===== config.mk =====
export PLATFORM = sky130hd
export DESIGN_NAME = sdi_cmd_core
export DESIGN_NICKNAME = d
export VERILOG_FILES = /design/src/logic/sdi_pkg.sv /design/src/logic/sdi_cmd_if.sv /design/src/logic/sdi_cmd_core.sv /design/src/logic/sdi_pin_sampler.sv
export SDC_FILE = /design/constraint.sdc
export NUM_CORES = 1
export LEC_CHECK = 0
export BUFFER_PORTS_ARGS = -buffer_cell sky130_fd_sc_hd__clkbuf_2
export CORE_MARGIN = 1.5
export CORE_UTILIZATION = 52
export CTS_CLUSTER_DIAMETER = 200
export CTS_CLUSTER_SIZE = 40
export DETAILED_ROUTE_END_ITERATION = 16
export PLACE_DENSITY = 0.74
export SETUP_SLACK_MARGIN = 0.5
export SLEW_MARGIN = 0
export SYNTH_ARGS = -nofsm -noshare
export SYNTH_HDL_FRONTEND = slang
export SYNTH_SLANG_ARGS = --single-unit

===== constraint.sdc =====
create_clock -name ref_clk -period 2.3 [get_ports ref_clk]
set_clock_uncertainty 0.2 [all_clocks]
set_input_delay 0.115 -clock ref_clk [delete_from_list [all_inputs] [get_ports ref_clk]]
set_output_delay 0.115 -clock ref_clk [all_outputs]
set_load 0.005 [all_outputs]

===== src/logic/sdi_pkg.sv =====
/*
  Package for the synchronous DRAM command front end: pin widths, command
  encodings and the read-mask latency.
  Assumes nothing of its surroundings; every other file uses it by scope.
*/
package sdi_pkg;
  localparam int ROW_W = 13;
  localparam int COL_W = 9;
  localparam int BANK_W = 2;
  localparam int BANKS = 4;
  localparam int MASK_LAT = 2;
  // command code is {rowStrobeN, colStrobeN, writeEnableN}
  localparam logic [2:0] CMD_MODE_SET = 3'h0;
  localparam logic [2:0] CMD_REFRESH = 3'h1;
  localparam logic [2:0] CMD_PRECHARGE = 3'h2;
  localparam logic [2:0] CMD_ACTIVATE = 3'h3;
  localparam logic [2:0] CMD_WRITE = 3'h4;
  localparam logic [2:0] CMD_READ = 3'h5;
  localparam logic [2:0] CMD_BURST_STOP = 3'h6;
  localparam logic [2:0] CMD_NO_OPERATION = 3'h7;
  localparam logic [3:0] ROW_OPEN_RST = 4'h0;
  // address bit that widens a precharge to every bank
  localparam int ALL_BANKS_BIT = 10;
  typedef enum logic [2:0] {
    SDI_PWR_ACTIVE = 3'b001,
    SDI_PWR_DOWN = 3'b010,
    SDI_PWR_SELF_REF = 3'b100
  } sdi_pwr_e;
endpackage


===== src/logic/sdi_cmd_if.sv =====
/*
  Decoded-command carrier between the pin front end and the decoder.
  Assumes one clock; fields are valid in the cycle they are presented.
*/
`timescale 1ns/1ps
interface sdi_cmd_if;
  logic valid;
  logic [2:0] code;
  logic [sdi_pkg::ROW_W-1:0] addr;
  logic [sdi_pkg::BANK_W-1:0] bank;
  logic clkGate;
  modport src (output valid, output code, output addr, output bank, output clkGate);
  modport dst (input valid, input code, input addr, input bank, input clkGate);
endinterface


===== src/logic/sdi_cmd_core.sv =====
/*
  Command decoder of a four-bank 16-bit synchronous DRAM: address
  multiplexing, bank select, mode load, byte masks and clock-gate power states.
  Assumes the controller keeps start-up order and all command spacing.
*/
`timescale 1ns/1ps
// Notes on behaviour
// - row 13 bits at activate, column 9
// - bank pins pick opened or accessed bank
// - chip select high ignores commands, ops continue
// - strobe levels decode the command
// - inputs sampled on rising edge only
// - read mask floats byte two cycles later
// - write mask blocks byte same cycle
// - clock gate low enters self refresh on a refresh, else power down only with all banks closed
// - mode set is all strobes low
// - mode loads from address same cycle
module sdi_cmd_core (
  // clock and reset
  input wire logic ref_clk,
  input wire logic sys_rst,
  // command pins
  input wire logic chipSelN,
  input wire logic rowStrobeN,
  input wire logic colStrobeN,
  input wire logic writeEnableN,
  input wire logic [sdi_pkg::ROW_W-1:0] addrPins,
  input wire logic bank_select_lo,
  input wire logic bank_select_hi,
  input wire logic clockGate,
  input wire logic lower_byte_mask,
  input wire logic upper_byte_mask,
  // array side
  output logic [sdi_pkg::ROW_W-1:0] rowAddr,
  output logic [sdi_pkg::COL_W-1:0] colAddr,
  output logic [sdi_pkg::BANK_W-1:0] bankSel,
  output logic rowOpenStb,
  output logic colReadStb,
  output logic colWriteStb,
  output logic [1:0] writeByteEn,
  output logic [1:0] readByteOe,
  output logic [sdi_pkg::BANKS-1:0] bankOpen,
  output logic [sdi_pkg::ROW_W-1:0] modeWord,
  output logic modeValid,
  output logic powerDown,
  output logic selfRefresh
);
  sdi_cmd_if cmdBus();

  sdi_pin_sampler u_smp (
    .ref_clk(ref_clk),
    .sys_rst(sys_rst),
    .chipSelN(chipSelN),
    .rowStrobeN(rowStrobeN),
    .colStrobeN(colStrobeN),
    .writeEnableN(writeEnableN),
    .addrPins(addrPins),
    .bank_select_lo(bank_select_lo),
    .bank_select_hi(bank_select_hi),
    .clockGate(clockGate),
    .cmd(cmdBus.src)
  );

  typedef struct packed {
    logic [sdi_pkg::ROW_W-1:0] rowAddr;
    logic [sdi_pkg::COL_W-1:0] colAddr;
    logic [sdi_pkg::BANK_W-1:0] bankSel;
    logic rowOpenStb;
    logic colReadStb;
    logic colWriteStb;
    logic [1:0] writeByteEn;
    logic [1:0] maskD1;
    logic [1:0] readByteOe;
    logic [sdi_pkg::BANKS-1:0] bankOpen;
    logic [sdi_pkg::ROW_W-1:0] modeWord;
    logic modeValid;
    sdi_pkg::sdi_pwr_e pwr;
  } sdi_core_s;

  sdi_core_s st_r;
  sdi_core_s st_nxt;
  logic [1:0] maskIn;
  logic cmdLive;

  assign maskIn = {upper_byte_mask, lower_byte_mask};
  // a command only acts while the clock gate was high at its edge
  assign cmdLive = cmdBus.valid && cmdBus.clkGate && st_r.pwr == sdi_pkg::SDI_PWR_ACTIVE;

  always_comb begin
    st_nxt = st_r;
    st_nxt.rowOpenStb = 1'b0;
    st_nxt.colReadStb = 1'b0;
    st_nxt.colWriteStb = 1'b0;
    st_nxt.writeByteEn = 2'h0;
    // mask pipeline runs regardless of chip select
    st_nxt.maskD1 = maskIn;
    st_nxt.readByteOe = ~st_r.maskD1;
    if (cmdLive) begin
      case (cmdBus.code)
        sdi_pkg::CMD_ACTIVATE: begin
          st_nxt.rowAddr = cmdBus.addr;
          st_nxt.bankSel = cmdBus.bank;
          st_nxt.rowOpenStb = 1'b1;
          st_nxt.bankOpen[cmdBus.bank] = 1'b1;
        end
        sdi_pkg::CMD_READ: begin
          st_nxt.colAddr = cmdBus.addr[sdi_pkg::COL_W-1:0];
          st_nxt.bankSel = cmdBus.bank;
          st_nxt.colReadStb = 1'b1;
        end
        sdi_pkg::CMD_WRITE: begin
          st_nxt.colAddr = cmdBus.addr[sdi_pkg::COL_W-1:0];
          st_nxt.bankSel = cmdBus.bank;
          st_nxt.colWriteStb = 1'b1;
        end
        sdi_pkg::CMD_PRECHARGE: begin
          // address bit 10 selects all banks
          if (cmdBus.addr[sdi_pkg::ALL_BANKS_BIT]) begin
            st_nxt.bankOpen = '0;
          end else begin
            st_nxt.bankOpen[cmdBus.bank] = 1'b0;
          end
        end
        sdi_pkg::CMD_MODE_SET: begin
          st_nxt.modeWord = cmdBus.addr;
          st_nxt.modeValid = 1'b1;
        end
        default: begin
          // no-operation, refresh and burst stop leave the decoder state alone
        end
      endcase
    end
    // the mask registered with the write command applies, so there is no latency;
    // the live pin already belongs to the next cycle
    if (st_nxt.colWriteStb) begin
      st_nxt.writeByteEn = ~st_r.maskD1;
    end
    // low-power entry and exit follow the clock gate
    case (st_r.pwr)
      sdi_pkg::SDI_PWR_ACTIVE: begin
        if (!cmdBus.clkGate) begin
          if (cmdBus.valid && cmdBus.code == sdi_pkg::CMD_REFRESH) begin
            st_nxt.pwr = sdi_pkg::SDI_PWR_SELF_REF;
          end else if (st_r.bankOpen == '0) begin
            st_nxt.pwr = sdi_pkg::SDI_PWR_DOWN;
          end
        end
      end
      sdi_pkg::SDI_PWR_DOWN, sdi_pkg::SDI_PWR_SELF_REF: begin
        if (cmdBus.clkGate) begin
          st_nxt.pwr = sdi_pkg::SDI_PWR_ACTIVE;
        end
      end
      default: st_nxt.pwr = sdi_pkg::SDI_PWR_ACTIVE;
    endcase
    if (sys_rst) begin
      st_nxt = '0;
      st_nxt.bankOpen = sdi_pkg::ROW_OPEN_RST;
      st_nxt.pwr = sdi_pkg::SDI_PWR_ACTIVE;
      st_nxt.readByteOe = 2'h0;
    end
  end

  always_ff @(posedge ref_clk) begin
    st_r <= st_nxt;
  end

  assign rowAddr = st_r.rowAddr;
  assign colAddr = st_r.colAddr;
  assign bankSel = st_r.bankSel;
  assign rowOpenStb = st_r.rowOpenStb;
  assign colReadStb = st_r.colReadStb;
  assign colWriteStb = st_r.colWriteStb;
  assign writeByteEn = st_r.writeByteEn;
  assign readByteOe = st_r.readByteOe;
  assign bankOpen = st_r.bankOpen;
  assign modeWord = st_r.modeWord;
  assign modeValid = st_r.modeValid;
  // one-hot state, so each flag is a state bit straight from the register
  assign powerDown = st_r.pwr[1];
  assign selfRefresh = st_r.pwr[2];

  activate_row_a: assert property (@(posedge ref_clk) disable iff (sys_rst)
    rowOpenStb |-> rowAddr == $past(addrPins, 2)) else $error("row address mismatch");
  read_bank_a: assert property (@(posedge ref_clk) disable iff (sys_rst)
    colReadStb |-> bankSel == $past({bank_select_hi, bank_select_lo}, 2))
    else $error("read bank mismatch");
  deselect_hold_a: assert property (@(posedge ref_clk) disable iff (sys_rst)
    $past(chipSelN, 2) |-> !rowOpenStb && !colReadStb && !colWriteStb)
    else $error("command taken while deselected");
  decode_read_a: assert property (@(posedge ref_clk) disable iff (sys_rst)
    colReadStb |-> $past({rowStrobeN, colStrobeN, writeEnableN}, 2) == sdi_pkg::CMD_READ)
    else $error("read strobe from wrong code");
  read_mask_a: assert property (@(posedge ref_clk) disable iff (sys_rst)
    lower_byte_mask ##2 1'b1 |-> !readByteOe[0]) else $error("read mask latency wrong");
  write_mask_a: assert property (@(posedge ref_clk) disable iff (sys_rst)
    colWriteStb |-> writeByteEn == ~$past({upper_byte_mask, lower_byte_mask}, 2))
    else $error("write mask not applied");
  powerdown_entry_a: assert property (@(posedge ref_clk) disable iff (sys_rst)
    powerDown |-> bankOpen == '0) else $error("power down with open bank");
  mode_load_a: assert property (@(posedge ref_clk) disable iff (sys_rst)
    $rose(modeValid) |-> modeWord == $past(addrPins, 2)) else $error("mode word not loaded");
  mode_set_code_a: assert property (@(posedge ref_clk) disable iff (sys_rst)
    $rose(modeValid) |-> $past({chipSelN, rowStrobeN, colStrobeN, writeEnableN}, 2) == 4'h0)
    else $error("mode set from wrong code");
  nop_quiet_a: assert property (@(posedge ref_clk) disable iff (sys_rst)
    $past({rowStrobeN, colStrobeN, writeEnableN}, 2) == sdi_pkg::CMD_NO_OPERATION
    |-> !rowOpenStb && !colReadStb && !colWriteStb) else $error("no-operation acted");
endmodule


===== src/logic/sdi_pin_sampler.sv =====
/*
  Pin front end: registers every device input except the byte masks on the rising edge and
  presents a decoded command when chip select is active.
  Assumes pins are synchronous to ref_clk, so one sampling stage is used.
*/
`timescale 1ns/1ps
module sdi_pin_sampler (
  // clock and reset
  input wire logic ref_clk,
  input wire logic sys_rst,
  // pins
  input wire logic chipSelN,
  input wire logic rowStrobeN,
  input wire logic colStrobeN,
  input wire logic writeEnableN,
  input wire logic [sdi_pkg::ROW_W-1:0] addrPins,
  input wire logic bank_select_lo,
  input wire logic bank_select_hi,
  input wire logic clockGate,
  // decoded command
  sdi_cmd_if.src cmd
);
  typedef struct packed {
    logic valid;
    logic [2:0] code;
    logic [sdi_pkg::ROW_W-1:0] addr;
    logic [sdi_pkg::BANK_W-1:0] bank;
    logic clkGate;
  } sdi_smp_s;
  sdi_smp_s st_r;
  sdi_smp_s st_nxt;

  always_comb begin
    st_nxt = st_r;
    st_nxt.valid = ~chipSelN;
    st_nxt.code = {rowStrobeN, colStrobeN, writeEnableN};
    st_nxt.addr = addrPins;
    st_nxt.bank = {bank_select_hi, bank_select_lo};
    st_nxt.clkGate = clockGate;
    if (sys_rst) begin
      st_nxt = '0;
      st_nxt.code = sdi_pkg::CMD_NO_OPERATION;
      st_nxt.clkGate = 1'b1;
    end
  end

  always_ff @(posedge ref_clk) begin
    st_r <= st_nxt;
  end

  assign cmd.valid = st_r.valid;
  assign cmd.code = st_r.code;
  assign cmd.addr = st_r.addr;
  assign cmd.bank = st_r.bank;
  assign cmd.clkGate = st_r.clkGate;

  deselect_idle_a: assert property (@(posedge ref_clk) disable iff (sys_rst)
    chipSelN |=> !cmd.valid) else $error("deselected cycle produced a command");
endmodule


==> summary.md <==
| Metric | Value |
|---|---|
| Status | `complete, no violations` |
| Syn Inst Count | `328` |
| Final Power | `2.66 mW` |
| Adder-cell area share of the yosys netlist | `0%` |
| Fraction of registers with async set/reset | `0%` |
| First-pass GRT wire length | `10.2 mm` |
| Hpwl dp | `3.98 mm` |
| Setup repair after global routing missed its margin | `true` |
| Root Driver | `clkbuf_8` |
| Grt ovf | `0` |
| DRC violations left | `0` |
| CP Capture Point | `powerDown` |
| Initial antenna violation count | `0` |
| Post-Synth XOR/XNOR Area | `0.293%` |
| Critical Path RT | `2.34 ns` |
| CP endpoint kind | `flip-flop` |
| Detailed-route via count | `2413` |
| Reg-to-Reg Start | `bankOpen[0]` |
| Clk buf depth | `2` |
| Nets@finish | `399` |
| Area of the core | `5540 um2` |
| Simple-gate share of the synthesized area | `19.3%` |
| Vias in the first global route | `2191` |
| RePlAce Congestion | `0.841` |
| P_leak | `1.45 nW` |
| GRT Util Overall | `21.2%` |
| EDFF count, synth | `0` |
| Largest family of logic cells by synthesized area | `simple AND/OR/NAND/NOR gates` |
| Htree depth | `3` |
| CTS buffer count | `9` |
| Reg clk slew, reported paths | `0.07 ns` |
| Yosys reg bits | `74` |
| Critical Path Source | `bankOpen[0]` |
| Top FF cell, synth | `dfxtp_1` |
| Sequential share of the synthesized area | `49.6%` |
| Pins over their slew limit | `0` |
| Effective utilization at floorplan | `53.9%` |
| Critical path type | `reg2reg` |
| Pwr/cell area | `741 nW/um2` |
| CP arrival | `1.99 ns` |
| CTS sink cnt | `74` |
| Die X | `78.8 um` |
| FF-to-FF End | `powerDown` |
| Post-synthesis compound-gate area fraction | `15.6%` |
| First-iteration detailed-routing DRC count | `304` |
| Relative slew margins | `37.3%` |
| Setup ws final | `0.348 ns` |
| Largest net degree at the start of global routing | `50` |
| Wirelength, routed | `6.20 mm` |
| Period utilisation layout | `84.9%` |
| Cell Area, Synth | `2990 um2` |
| Number of I/O pins | `75` |
| Fraction of layout cells with a size suffix above 1 | `28.2%` |
| Vias per cell | `5.34` |
| # diodes | `0` |
| Die area | `6210 um2` |
| Fin crit period | `1.95 ns` |
| Endpoints failing setup | `0` |
| Netlist cell types | `35` |
| Yosys Warn Count | `0` |
| Critical Path Start Type | `flip-flop` |
| Worst-Margin Slew | `0.940 ns` |
| DRT Pass-1 Iters | `4` |
| Mux contribution to synthesized area | `0.670%` |
| Final hold vios | `0` |
| Max-cap viol count | `0` |
| Area delta synth->final | `20.2%` |
| DP Worst Slack | `0.351 ns` |
| Port buffer count | `74` |
| Final core occ | `64.8%` |
| Final antenna-violating net count | `0` |
| Net Count, Synth | `352` |
| Most frequent cells in the layout | `74 x clkbuf_2, 72 x dfxtp_1, 39 x a21oi_1, 38 x o21ai_1, 35 x nand3_1` |
| Avg Cell Area, Syn | `9.11 um2` |
| HP Class | `reg2reg` |
| Routed wire per std cell | `13.7 um` |
| Final setup TNS | `0 ns` |
| CTS tree | `done` |
| R2R depth | `3` |
| Die height | `78.8 um` |
| Reg-to-reg setup timing slack | `0.35 ns` |
| Worst-Skew Late Latency | `0.35 ns` |
| Leading cell type in the layout, fill and taps excluded | `clkbuf_2` |
| Rows | `27` |
| CP max FO | `3` |
| F_max | `0.512 GHz` |
| Max VDD drop | `0.450 mV` |
[cell families after synthesis]
logic type | count (synthesis)
AO/OA/AOI/OAI | 86
AND/OR/NAND/NOR | 95
XOR/XNOR | 1
buffers and inverters | 70
flip-flops | 74
multiplexers | 2
[sequential cells by signal, summed over array words and instances (netlist names), 2 cells and up]
signal,count
modeWord,13
u_smp.cmd.bank,2
u_smp.cmd.addr,13
u_smp.cmd.code,3
bankOpen,4
readByteOe,2
st_r,3
bankSel,2
rowAddr,13
writeByteEn,2
colAddr,9
[power breakdown]
group / total (mW) / switching [mW] / internal (mW) / leakage [nW]
registers: 1.34 / 0.0298 / 1.31 / 0.604
logic: 0.191 / 0.0988 / 0.0921 / 0.725
clock network: 1.13 / 0.459 / 0.671 / 0.117
total: 2.66 / 0.588 / 2.07 / 1.45
[synth_stat cells (all sizes together) (3+ instances only)]
cell type   n  share of area, %
a21oi      39               6.5
buf        48                12
clkbuf     20               2.5
dfxtp      74                50
nand2       3              0.38
nand2b     10               2.1
nand3      35               5.9
nand4bb     3               1.1
nor2        7              0.88
nor2b      17               3.6
o21ai      38               6.4
or2         4              0.84
[worst min path at each step]
stage	startpoint	depth (start not counted)	endpoint	slack (ns)
floorplan	chipSelN	1	u_smp.cmd.valid	-0.02
global placement	chipSelN	2	u_smp.cmd.valid	0.08
detailed placement	chipSelN	2	u_smp.cmd.valid	0.08
CTS	st_r[23]	1	readByteOe[0]	0.22
global route	st_r[24]	1	readByteOe[1]	0.25
finish	st_r[23]	1	readByteOe[0]	0.22
[per-layer routing]
metal	routed length, um	GRT usage [%]	share of wire [%]	up-vias
met4	82	8.93	1.3	0
li1	-	-	-	1191
met5	0	0	0	-
met3	415	6.55	6.7	7
met1	2800	27.5	45	1136
met2	2900	32.5	47	79
[final cells by class]
cell class	count	area (um2)
clock inverter	4	73.8
timing repair buffer	104	667
fill	492	1950
inverter	2	7.51
tap	72	90.1
clock buffer	12	155
sequential	74	1480
multi-input combinational	184	1110
[timing repair]
action	4_1_cts	5_1_grt
hold buffers	22	0
pin swaps	1	1
resized for setup	5	3
setup buffers	1	0
endpoints found under the hold margin	22	0
endpoints found under the setup margin	36	8
[worst max-delay path: stages, from the launching register on]
cell and delay [ns]:
dfxtp_2 0.33, or4_4 0.53, or4b_4 0.51, a2111oi_4 0.28
[metrics by stage]
stage | cells | instance area, um2 | hold WS [ns]
finish | 452 | 3590 | 0.216
detailed placement | 413 | 3100 | 0.0798
global route | 452 | 3590 | 0.246
floorplan | 328 | 2990 | -0.0183
CTS | 452 | 3570 | 0.222
global placement | 413 | 3100 | 0.0818
Power figures use the tool's default switching activity.
